--- config.mk ---
export PLATFORM = sky130hd
export DESIGN_NAME = gga_top
export DESIGN_NICKNAME = d
export VERILOG_FILES = /design/src/hw/gga_pkg.sv /design/src/hw/gga_qual.sv /design/src/hw/gga_top.sv
export VERILOG_INCLUDE_DIRS = /design/src /design/src/hw
export SDC_FILE = /design/constraint.sdc
export NUM_CORES = 1
export LEC_CHECK = 0
export BUFFER_PORTS_ARGS = -buffer_cell sky130_fd_sc_hd__buf_4
export CAP_MARGIN = 20
export CORE_MARGIN = 3
export CORE_UTILIZATION = 55
export CTS_BUF_LIST = sky130_fd_sc_hd__clkbuf_4
export CTS_CLUSTER_DIAMETER = 100
export DETAILED_ROUTE_END_ITERATION = 8
export PLACE_DENSITY = 0.85
export SETUP_SLACK_MARGIN = 0.15
export SKIP_CTS_REPAIR_TIMING = 1
export SLEW_MARGIN = 15
export SYNTH_ARGS = -nofsm -noshare
export SYNTH_HDL_FRONTEND = slang
export SYNTH_SLANG_ARGS = --single-unit
--- constraint.sdc ---
create_clock -name clk_i -period 8.02 [get_ports clk_i]
set_clock_uncertainty 0.2 [all_clocks]
set_input_delay 0 -clock clk_i [delete_from_list [all_inputs] [get_ports clk_i]]
set_output_delay 0 -clock clk_i [all_outputs]
set_load 0.005 [all_outputs]
--- src/hw/gga_params.svh ---
// constants for the grinder, gate and alarm controller
`ifndef GGA_PARAMS_SVH
`define GGA_PARAMS_SVH

// ----------------------------------------------------------------
// clock and time base
// ----------------------------------------------------------------
`define GGA_CLK_PERIOD_NS 25
`define GGA_TICK_MS 100
`define GGA_TICK_CYCLES (`GGA_TICK_MS * 1000000 / `GGA_CLK_PERIOD_NS)
`define GGA_QUAL_MS 2000
`define GGA_QUAL_TICKS (`GGA_QUAL_MS / `GGA_TICK_MS)
`define GGA_PULSE_MS 2000
`define GGA_PULSE_TICKS (`GGA_PULSE_MS / `GGA_TICK_MS)

// ----------------------------------------------------------------
// register word addresses
// ----------------------------------------------------------------
`define GGA_ADDR_CTRL 4'h0
`define GGA_ADDR_HI_SP 4'h1
`define GGA_ADDR_LO_SP 4'h2
`define GGA_ADDR_RESTART 4'h3
`define GGA_ADDR_TRAVEL 4'h4
`define GGA_ADDR_LEVEL 4'h5
`define GGA_ADDR_ALARM 4'h6
`define GGA_ADDR_STATUS 4'h7

// ----------------------------------------------------------------
// register fields and reset values
// ----------------------------------------------------------------
`define GGA_CTRL_GATE_LSB 0
`define GGA_CTRL_GATE_MSB 3
`define GGA_CTRL_OOS_LSB 4
`define GGA_CTRL_OOS_MSB 6
`define GGA_CTRL_RST 16'h000f
`define GGA_HI_SP_RST 8'h6e
`define GGA_HI_SP_MIN 8'h50
`define GGA_HI_SP_MAX 8'ha0
`define GGA_LO_SP_RST 8'h14
`define GGA_RESTART_RST 16'h0032
`define GGA_TRAVEL_RST 16'h0258

// ----------------------------------------------------------------
// level scaling, tenths of a foot over 0 to 20 ft
// ----------------------------------------------------------------
`define GGA_RAW_ZERO 12'h333
`define GGA_RAW_LOS_MIN 12'h2e0
`define GGA_RAW_LOS_MAX 12'hffe
`define GGA_SCALE_MUL 12'hfa1
`define GGA_SCALE_SHIFT 16
`define GGA_WEIR_TENTHS 8'h64

`endif

--- src/hw/gga_pkg.sv ---
// types shared by the grinder, gate and alarm controller
package gga_pkg;

    typedef struct packed {
        logic remote;
        logic running;
        logic alarm;
    } gga_grinder_fb_t;

    typedef struct packed {
        logic run;
        logic start;
        logic stop_n;
    } gga_grinder_cmd_t;

    typedef struct packed {
        logic open_lim;
        logic close_lim;
    } gga_gate_fb_t;

    typedef struct packed {
        logic open;
        logic close;
    } gga_gate_cmd_t;

    typedef enum logic [1:0] {
        GGA_ST_DOWN,
        GGA_ST_DELAY,
        GGA_ST_UP
    } gga_restart_st_t;

endpackage

--- src/hw/gga_qual.sv ---
// alarm qualification timer
`timescale 1ns/1ps
`include "gga_params.svh"

module gga_qual
(
    // clock and reset
    input wire logic clk_i,
    input wire logic sys_rst_i,
    // time base and condition
    input wire logic tick_i,
    input wire logic cond_i,
    // qualified alarm
    output logic alarm_o
);
    import gga_pkg::*;

    logic [7:0] cnt_q;

    // ----------------------------------------------------------------
    // persistence counter
    // ----------------------------------------------------------------
    always_ff @(posedge clk_i)
    begin
        if (sys_rst_i)
        begin
            cnt_q <= 8'h00;
            alarm_o <= 1'b0;
        end
        else if (!cond_i)
        begin
            cnt_q <= 8'h00;
            alarm_o <= 1'b0;
        end
        else if (tick_i && !alarm_o)
        begin
            if (cnt_q == 8'(`GGA_QUAL_TICKS - 1))
            begin
                alarm_o <= 1'b1;
            end
            cnt_q <= cnt_q + 8'h01;
        end
    end

endmodule

--- src/hw/gga_top.sv ---
// grinder, slide gate and diversion level alarm controller
//
// Local design decisions: the placing of the registers and the strobed register port.
`timescale 1ns/1ps
`include "gga_params.svh"

// Notes on behaviour
// - alarm on any network link failure
// - power loss drops all run outputs
// - restart units one by one, adjustable gap
// - link, level, float and panel alarms qualified by two second persistence
// - start contact closes two seconds only
// - stop contact open until motor stopped or run demand returns
// - level scaled 0-20 ft in tenths
// - high, low and lost-signal level alarms
// - high setpoint 8-16 ft, default 11
// - alarm on lost or out-of-range level
// - high float raises operator alarm
// - alarm when gate limit arrives late
// - read each grinder remote selector
// - start remote in-service grinders at weir
// - drop start below weir, grinder stops
// - common alarm on any grinder panel alarm
// - out of service: no start, close gate
module gga_top #(
    parameter int unsigned TICK_CYCLES = `GGA_TICK_CYCLES
)
(
    // clock and reset
    input wire logic clk_i,
    input wire logic sys_rst_i,
    // register port
    input wire logic [3:0] reg_addr_i,
    input wire logic [15:0] reg_wdata_i,
    input wire logic reg_we_i,
    input wire logic reg_re_i,
    output logic [15:0] reg_rdata_o,
    // field pins
    input wire logic power_ok_i,
    input wire logic [1:0] link_ok_i,
    input wire logic diversion_high_float_i,
    input wire gga_pkg::gga_grinder_fb_t [2:0] grinder_fb_i,
    input wire gga_pkg::gga_gate_fb_t [3:0] gate_fb_i,
    // level converter, same clock
    input wire logic [11:0] diversion_level_transmitter_i,
    // equipment commands
    output gga_pkg::gga_grinder_cmd_t [2:0] grinder_cmd_o,
    output gga_pkg::gga_gate_cmd_t [3:0] gate_cmd_o,
    // alarms and display
    output logic common_alarm_o,
    output logic operator_alarm_o,
    output logic [7:0] level_tenths_o
);
    import gga_pkg::*;

    localparam int SYNC_W = 21;
    localparam int N_ALM = 9;

    logic [SYNC_W-1:0] sync1_q;
    logic [SYNC_W-1:0] sync2_q;
    logic pwr_ok;
    logic [1:0] link_ok;
    logic float_hi;
    gga_grinder_fb_t [2:0] gr_fb;
    gga_gate_fb_t [3:0] gt_fb;
    logic [31:0] tick_cnt_q;
    logic tick_q;
    logic [15:0] ctrl_q;
    logic [7:0] hi_sp_q;
    logic [7:0] lo_sp_q;
    logic [15:0] restart_q;
    logic [15:0] travel_q;
    logic [2:0] oos;
    logic [7:0] level_q;
    logic los;
    logic [23:0] scaled;
    logic [N_ALM-1:0] alm_cond;
    logic [N_ALM-1:0] alm;
    logic [3:0] trav_alm_q;
    gga_restart_st_t rst_st_q;
    logic [6:0] en_q;
    logic [2:0] unit_q;
    logic [15:0] dly_q;
    logic [2:0] demand;
    logic [2:0] demand_q;

    // limit indication that matches the commanded direction
    function automatic logic limit_met(input gga_gate_cmd_t cmd, input gga_gate_fb_t fb);
        limit_met = (cmd.open && fb.open_lim) || (cmd.close && fb.close_lim);
    endfunction

    // ----------------------------------------------------------------
    // pin synchronisers
    // ----------------------------------------------------------------
    always_ff @(posedge clk_i)
    begin
        if (sys_rst_i)
        begin
            sync1_q <= '0;
            sync2_q <= '0;
        end
        else
        begin
            sync1_q <= {power_ok_i, link_ok_i, diversion_high_float_i, grinder_fb_i, gate_fb_i};
            sync2_q <= sync1_q;
        end
    end

    assign {pwr_ok, link_ok, float_hi, gr_fb, gt_fb} = sync2_q;

    // ----------------------------------------------------------------
    // 100 ms time base
    // ----------------------------------------------------------------
    always_ff @(posedge clk_i)
    begin
        if (sys_rst_i)
        begin
            tick_cnt_q <= 32'h0;
            tick_q <= 1'b0;
        end
        else if (tick_cnt_q == TICK_CYCLES - 1)
        begin
            tick_cnt_q <= 32'h0;
            tick_q <= 1'b1;
        end
        else
        begin
            tick_cnt_q <= tick_cnt_q + 32'h1;
            tick_q <= 1'b0;
        end
    end

    // ----------------------------------------------------------------
    // register writes
    // ----------------------------------------------------------------
    always_ff @(posedge clk_i)
    begin
        if (sys_rst_i)
        begin
            ctrl_q <= `GGA_CTRL_RST;
            hi_sp_q <= `GGA_HI_SP_RST;
            lo_sp_q <= `GGA_LO_SP_RST;
            restart_q <= `GGA_RESTART_RST;
            travel_q <= `GGA_TRAVEL_RST;
        end
        else if (reg_we_i)
        begin
            if (reg_addr_i == `GGA_ADDR_CTRL)
            begin
                ctrl_q <= {9'h000, reg_wdata_i[`GGA_CTRL_OOS_MSB:`GGA_CTRL_GATE_LSB]};
            end
            else if (reg_addr_i == `GGA_ADDR_HI_SP)
            begin
                if (reg_wdata_i[7:0] < `GGA_HI_SP_MIN || reg_wdata_i[15:8] != 8'h00)
                begin
                    hi_sp_q <= (reg_wdata_i[15:8] != 8'h00) ? `GGA_HI_SP_MAX : `GGA_HI_SP_MIN;
                end
                else if (reg_wdata_i[7:0] > `GGA_HI_SP_MAX)
                begin
                    hi_sp_q <= `GGA_HI_SP_MAX;
                end
                else
                begin
                    hi_sp_q <= reg_wdata_i[7:0];
                end
            end
            else if (reg_addr_i == `GGA_ADDR_LO_SP)
            begin
                lo_sp_q <= reg_wdata_i[7:0];
            end
            else if (reg_addr_i == `GGA_ADDR_RESTART)
            begin
                restart_q <= reg_wdata_i;
            end
            else if (reg_addr_i == `GGA_ADDR_TRAVEL)
            begin
                travel_q <= reg_wdata_i;
            end
        end
    end

    assign oos = ctrl_q[`GGA_CTRL_OOS_MSB:`GGA_CTRL_OOS_LSB];

    // ----------------------------------------------------------------
    // register reads, data one cycle later
    // ----------------------------------------------------------------
    always_ff @(posedge clk_i)
    begin
        if (sys_rst_i || !reg_re_i)
        begin
            reg_rdata_o <= 16'h0000;
        end
        else if (reg_addr_i == `GGA_ADDR_CTRL)
        begin
            reg_rdata_o <= ctrl_q;
        end
        else if (reg_addr_i == `GGA_ADDR_HI_SP)
        begin
            reg_rdata_o <= {8'h00, hi_sp_q};
        end
        else if (reg_addr_i == `GGA_ADDR_LO_SP)
        begin
            reg_rdata_o <= {8'h00, lo_sp_q};
        end
        else if (reg_addr_i == `GGA_ADDR_RESTART)
        begin
            reg_rdata_o <= restart_q;
        end
        else if (reg_addr_i == `GGA_ADDR_TRAVEL)
        begin
            reg_rdata_o <= travel_q;
        end
        else if (reg_addr_i == `GGA_ADDR_LEVEL)
        begin
            reg_rdata_o <= {8'h00, level_q};
        end
        else if (reg_addr_i == `GGA_ADDR_ALARM)
        begin
            reg_rdata_o <= {3'h0, trav_alm_q, alm};
        end
        else if (reg_addr_i == `GGA_ADDR_STATUS)
        begin
            reg_rdata_o <= {gr_fb[2].remote, gr_fb[1].remote, gr_fb[0].remote,
                            gr_fb[2].running, gr_fb[1].running, gr_fb[0].running,
                            gt_fb, pwr_ok, (rst_st_q == GGA_ST_UP)};
        end
        else
        begin
            reg_rdata_o <= 16'h0000;
        end
    end

    // ----------------------------------------------------------------
    // level scaling
    // ----------------------------------------------------------------
    // lost or out of range
    assign los = (diversion_level_transmitter_i < `GGA_RAW_LOS_MIN) ||
                 (diversion_level_transmitter_i > `GGA_RAW_LOS_MAX);
    assign scaled = 24'(diversion_level_transmitter_i - `GGA_RAW_ZERO) * 24'(`GGA_SCALE_MUL);

    // tenths of a foot, last good value held
    always_ff @(posedge clk_i)
    begin
        if (sys_rst_i)
        begin
            level_q <= 8'h00;
        end
        else if (!los)
        begin
            if (diversion_level_transmitter_i < `GGA_RAW_ZERO)
            begin
                level_q <= 8'h00;
            end
            else
            begin
                level_q <= scaled[`GGA_SCALE_SHIFT+7:`GGA_SCALE_SHIFT];
            end
        end
    end

    // ----------------------------------------------------------------
    // alarm qualification
    // ----------------------------------------------------------------
    // links, level, float, panels
    assign alm_cond = {gr_fb[2].alarm, gr_fb[1].alarm, gr_fb[0].alarm, float_hi, los,
                       (!los && level_q < lo_sp_q), (!los && level_q >= hi_sp_q), ~link_ok};

    genvar a;
    generate
        for (a = 0; a < N_ALM; a++)
        begin : g_qual
            gga_qual u_qual (
                .clk_i(clk_i),
                .sys_rst_i(sys_rst_i),
                .tick_i(tick_q),
                .cond_i(alm_cond[a]),
                .alarm_o(alm[a])
            );
        end
    endgenerate

    always_ff @(posedge clk_i)
    begin
        if (sys_rst_i)
        begin
            common_alarm_o <= 1'b0;
            operator_alarm_o <= 1'b0;
            level_tenths_o <= 8'h00;
        end
        else
        begin
            common_alarm_o <= |alm[8:6];
            operator_alarm_o <= (|alm) || (|trav_alm_q);
            level_tenths_o <= level_q;
        end
    end

    // ----------------------------------------------------------------
    // power restoration sequencer
    // ----------------------------------------------------------------
    always_ff @(posedge clk_i)
    begin
        if (sys_rst_i)
        begin
            rst_st_q <= GGA_ST_DOWN;
            en_q <= 7'h00;
            unit_q <= 3'h0;
            dly_q <= 16'h0000;
        end
        else if (!pwr_ok)
        begin
            rst_st_q <= GGA_ST_DOWN;
            en_q <= 7'h00;
            unit_q <= 3'h0;
            dly_q <= 16'h0000;
        end
        else
        begin
            case (rst_st_q)
                GGA_ST_DOWN:
                begin
                    rst_st_q <= GGA_ST_DELAY;
                    dly_q <= 16'h0000;
                end
                GGA_ST_DELAY:
                begin
                    if (dly_q >= restart_q)
                    begin
                        en_q[unit_q] <= 1'b1;
                        dly_q <= 16'h0000;
                        unit_q <= unit_q + 3'h1;
                        if (unit_q == 3'h6)
                        begin
                            rst_st_q <= GGA_ST_UP;
                        end
                    end
                    else if (tick_q)
                    begin
                        dly_q <= dly_q + 16'h0001;
                    end
                end
                default:
                begin
                    rst_st_q <= GGA_ST_UP;
                end
            endcase
        end
    end

    // ----------------------------------------------------------------
    // grinders
    // ----------------------------------------------------------------
    genvar g;
    generate
        for (g = 0; g < 3; g++)
        begin : g_grinder
            logic [7:0] pulse_q;
            assign demand[g] = pwr_ok && en_q[g] && gr_fb[g].remote && !oos[g] &&
                               (level_q >= `GGA_WEIR_TENTHS);

            always_ff @(posedge clk_i)
            begin
                if (sys_rst_i)
                begin
                    demand_q[g] <= 1'b0;
                    pulse_q <= 8'h00;
                    grinder_cmd_o[g] <= '{run: 1'b0, start: 1'b0, stop_n: 1'b1};
                end
                else
                begin
                    demand_q[g] <= demand[g];
                    grinder_cmd_o[g].run <= demand[g];
                    if (demand[g] && !demand_q[g])
                    begin
                        grinder_cmd_o[g].start <= 1'b1;
                        grinder_cmd_o[g].stop_n <= 1'b1;
                        pulse_q <= 8'h00;
                    end
                    else if (!demand[g] && demand_q[g])
                    begin
                        grinder_cmd_o[g].start <= 1'b0;
                        grinder_cmd_o[g].stop_n <= 1'b0;
                    end
                    else
                    begin
                        if (grinder_cmd_o[g].start && tick_q)
                        begin
                            pulse_q <= pulse_q + 8'h01;
                            if (pulse_q == 8'(`GGA_PULSE_TICKS - 1))
                            begin
                                grinder_cmd_o[g].start <= 1'b0;
                            end
                        end
                        if (!grinder_cmd_o[g].stop_n && !gr_fb[g].running)
                        begin
                            grinder_cmd_o[g].stop_n <= 1'b1;
                        end
                    end
                end
            end
        end
    endgenerate

    // ----------------------------------------------------------------
    // slide gates
    // ----------------------------------------------------------------
    genvar s;
    generate
        for (s = 0; s < 4; s++)
        begin : g_gate
            logic want_open;
            logic [15:0] trav_q;
            // out of service closes weir gate
            if (s < 3)
            begin : g_weir
                assign want_open = ctrl_q[`GGA_CTRL_GATE_LSB+s] && !oos[s];
            end
            else
            begin : g_inlet
                assign want_open = ctrl_q[`GGA_CTRL_GATE_LSB+s];
            end

            always_ff @(posedge clk_i)
            begin
                if (sys_rst_i)
                begin
                    gate_cmd_o[s] <= '{open: 1'b0, close: 1'b0};
                    trav_q <= 16'h0000;
                    trav_alm_q[s] <= 1'b0;
                end
                else
                begin
                    gate_cmd_o[s].open <= en_q[3+s] && want_open;
                    gate_cmd_o[s].close <= en_q[3+s] && !want_open;
                    if (gate_cmd_o[s].open != (en_q[3+s] && want_open) ||
                        !(gate_cmd_o[s].open || gate_cmd_o[s].close) ||
                        limit_met(gate_cmd_o[s], gt_fb[s]))
                    begin
                        trav_q <= 16'h0000;
                        trav_alm_q[s] <= 1'b0;
                    end
                    else if (trav_q >= travel_q)
                    begin
                        trav_alm_q[s] <= 1'b1;
                    end
                    else if (tick_q)
                    begin
                        trav_q <= trav_q + 16'h0001;
                    end
                end
            end
        end
    endgenerate

endmodule

==> run_results.csv <==
group,metric,value,unit
outcome,status,"finished, violations left",
outcome,violations,"hold timing",
logic_synthesis,synth_xor_area_share,8.63,%
die,num_io_pins,100,
pwr,intPower,3690,uW
job,drv_cap,0,
pwr,leakage,0.0103,uW
route,vias,18386,
logic_synthesis,synth_top_family_by_area,"simple AND/OR/NAND/NOR gates",
logic_synthesis,synth_top_cell_area_share,36.4,%
route,drt_pre_antenna_iters,6,
logic_synthesis,synth-seq-cells,382,
placement,port_buffers,99,
route,via_per_inst,5.75,
timing,period_minus_slack,5810,ps
pwr,power.share.sequential,35.3,%
logic_synthesis,synth_cell_types,83,
finish,final_nets,2921,
logic_synthesis,avgSynthCellArea,8.81,um2
route,drt_iter0_drc,1596,
die,die_w,201,um
logic_synthesis,ys_seq_area_share,36.4,%
critical_path,critPathKind,"input port to flip-flop",
critical_path,ff2ff_setup_slack,4560,ps
hold_path,whs_endpoint,"level_q[0]$_SDFFE_PP0N_",
logic_synthesis,yosysTopAreaCell,"dfxtp_1",
global_route,grt_first_pass_wirelength,84.4,mm
finish,syn_to_final_growth,16.7,%
pwr,pwr-share-clk,28.6,%
timing,finalHoldViolCount,3,
die,start_util,56.6,%
critical_path,end_kind,"flip-flop",
finish,utilization,66.0,%
route,totalWireLength,56.9,mm
timing,max_freq,0.172,GHz
logic_synthesis,synth_area,21000,um2
global_route,antenna_found_initial,2,
placement,dpl.cell_count,2923,
timing,min_period_over_period,72.5,%
placement,hpwl,38.5,mm
hold_path,hold_class,"input port to flip-flop",
clocking,cts_sinks,382,
timing,setup_viol_count_final,0,
hold_path,min_path_cells,5,
global_route,grt.overflow.total,0,
critical_path,required,8430,ps
die,core_area,37100,um2
critical_path,crit_fanout,7,
critical_path,r2r-end,"g_gate[2].trav_q[11]$_SDFFE_PP0P_",
timing,holdWs,-36.5,ps
pwr,switching_power,1950,uW
finish,drive_above_1_share,11.2,%
die,row_count,70,
placement,gp_congestion,0.952,
clocking,path_clk_slew,60,ps
pwr,ir_drop,210,uV
clocking,cts_max_level,3,
timing,slew_headroom,30.9,%
global_route,track_usage,24.9,%
logic_synthesis,muxShareOfSynthArea,2.19,%
pwr,swShare,34.5,%
pwr,p_per_area,230,nW/um2
global_route,grt_max_degree,65,
logic_synthesis,synth-compound-area-share,10.5,%
critical_path,r2r-start,"travel_q[0]$_SDFFE_PP0P_",
route,routedWlPerCell,17.8,um
route,drc_errors,0,
timing,finalSetupTns,0,ps
logic_synthesis,synth_area_leaders,"dfxtp_1 (36%), ha_1 (11%), nor2_1 (5.4%)",
pwr,p_comb_share,36.1,%
clocking,cts_buffers,94,
clocking,clock_latency,780,ps
logic_synthesis,synth_top_flop_cell,"dfxtp_1",
finish,stdcell_count,3199,
clocking,cts_root_buffer,"clkbuf_4",
timing,rsz0062_at_grt,"no",
logic_synthesis,synth_edf_count,0,
die,die_h,201,um
logic_synthesis,postSynth.asyncResetShare,0,%
logic_synthesis,synthAdderAreaFrac,15.6,%
timing,worst_pin_slew,1030,ps
route,drtAntennaViolNets,0,
global_route,grt_pass1_vias,17568,
logic_synthesis,synthSimpleGateAreaFrac,21.5,%
logic_synthesis,synth_nets,2672,
clocking,cts_tree,"done",
logic_synthesis,yosysWarningCount,0,
critical_path,worst_ep_arrival_time,6230,ps
critical_path,reg2regPathDepth,10,
clocking,cts_max_path_buffers,3,
die,die_area,40600,um2
critical_path,cp-start-kind,"input port",
logic_synthesis,syn_inst,2384,
hold_path,worstHoldStart,"diversion_level_transmitter_i[10]",
timing,drv_slew,0,
pwr,finalPower,5630,uW
## Yosys cell counts (14+ instances only)
library cell	instances
a31oi_1	14
o211ai_1	15
a21o_1	42
mux2i_1	29
a21oi_1	113
dfxtp_1	382
o21ai_0	57
clkbuf_1	56
nand4_1	47
and4_1	16
xnor2_1	109
nand2b_1	15
xor2_1	96
nor3_1	32
nand2_1	187
nand3_1	87
nor4_1	29
inv_1	207
or3_1	14
nor2_1	303
fa_1	50
ha_1	181
nor2b_1	77
and3_1	39
## power by group through the flow
| stage | registers (uW) | clock network, uW | logic [uW] |
|---|---|---|---|
| floorplan | 2000 | 0 | 1570 |
| global placement | 2030 | 0 | 1860 |
| detailed placement | 2030 | 0 | 2000 |
| CTS | 1990 | 1620 | 2010 |
| global route | 1990 | 1730 | 2330 |
| finish | 1990 | 1610 | 2030 |
## stage by stage
step | instance area, um2 | worst slack, ps
after floorplan | 21000 | 2100
after global placement | 22200 | 1770
after detailed placement | 22200 | 1640
after CTS | 23300 | 2420
after global routing | 24500 | 1760
final | 24500 | 2210
## routing by layer
layer | wire length (um) | global-route usage [%] | up-vias
met5 | 0 | 0 | -
met4 | 2860 | 11.2 | 0
met3 | 4420 | 5.18 | 222
met2 | 27600 | 43.7 | 849
met1 | 22000 | 29.3 | 8670
li1 | - | - | 8645
## cells in the final DEF, fill, tap and decap left out, drive strengths merged, types with 7 or more instances in the layout
master,instances
nor2,303
o31ai,7
nor3b,9
or3,14
xor2,96
xnor2,110
dlygate4sd3,118
fa,50
a22o,7
nand4,48
a41oi,10
a21oi,115
clkinv,18
and4,16
inv,210
nand3,89
mux4,7
and3,39
nand2,187
or2,8
nand2b,15
a211oi,8
nor2b,77
mux2i,29
o211ai,16
nor4b,13
and2,14
clkbuf,134
o21ai,64
nor3,34
a31oi,16
buf,107
ha,181
a21o,42
dfxtp,382
a2111oi,7
nor4,33
## worst max path at each step
stage,start,to
detailed placement,diversion_level_transmitter_i[0],level_q[6]$_SDFFE_PP0N_
global route,diversion_level_transmitter_i[5],level_q[6]$_SDFFE_PP0N_
finish,diversion_level_transmitter_i[5],level_q[6]$_SDFFE_PP0N_
global placement,diversion_level_transmitter_i[0],level_q[6]$_SDFFE_PP0N_
CTS,diversion_level_transmitter_i[0],level_q[6]$_SDFFE_PP0N_
floorplan,diversion_level_transmitter_i[0],level_q[6]$_SDFFE_PP0N_
## registers in the layout (all words and copies together) (netlist names), 7 cells and up
signal,cells
gate_cmd_o,8
sync1_q,21
hi_sp_q,8
dly_q,16
lo_sp_q,8
g_qual.u_qual.alarm_o,9
g_gate.trav_q,64
g_grinder.pulse_q,24
sync2_q,21
g_qual.u_qual.cnt_q,72
reg_rdata_o,16
level_q,8
restart_q,16
travel_q,16
level_tenths_o,8
en_q,7
ctrl_q,7
tick_cnt_q,32
## worst max-delay path, stage by stage
cell and delay, ps:
dlygate4sd3_1 530, buf_4 160, a31oi_1 240, xnor2_1 230, inv_1 230, nand2_1 170
inv_1 50, nor2_1 220, xnor2_1 130, fa_1 480, inv_1 50, fa_1 500
fa_1 540, inv_1 50, fa_1 530, inv_1 50, ha_1 330, a2111oi_2 360
o21ai_1 130, a32oi_1 290, a31oi_2 170, a21oi_2 210, o21bai_2 110, a21oi_2 180
xnor2_1 80, a22o_1 190
## kinds of logic after synthesis
group                      Yosys count
AOI/OAI and AO/OA                  331
xor gates and xnor gates           206
adders and majority gates          232
buffers and inverters              281
DFF                                382
muxes                               37
and+or+nand+nor                    915
## layout make-up
cell class,count,area [um2]
antenna,2,5.00
clock buffer,134,1010
clock inverter,22,148
fill,2782,12600
inverter,209,785
multi-input combinational,1721,12300
sequential,382,7650
tap,504,631
timing repair buffer,225,1980
(Power assumes the default switching activity.)
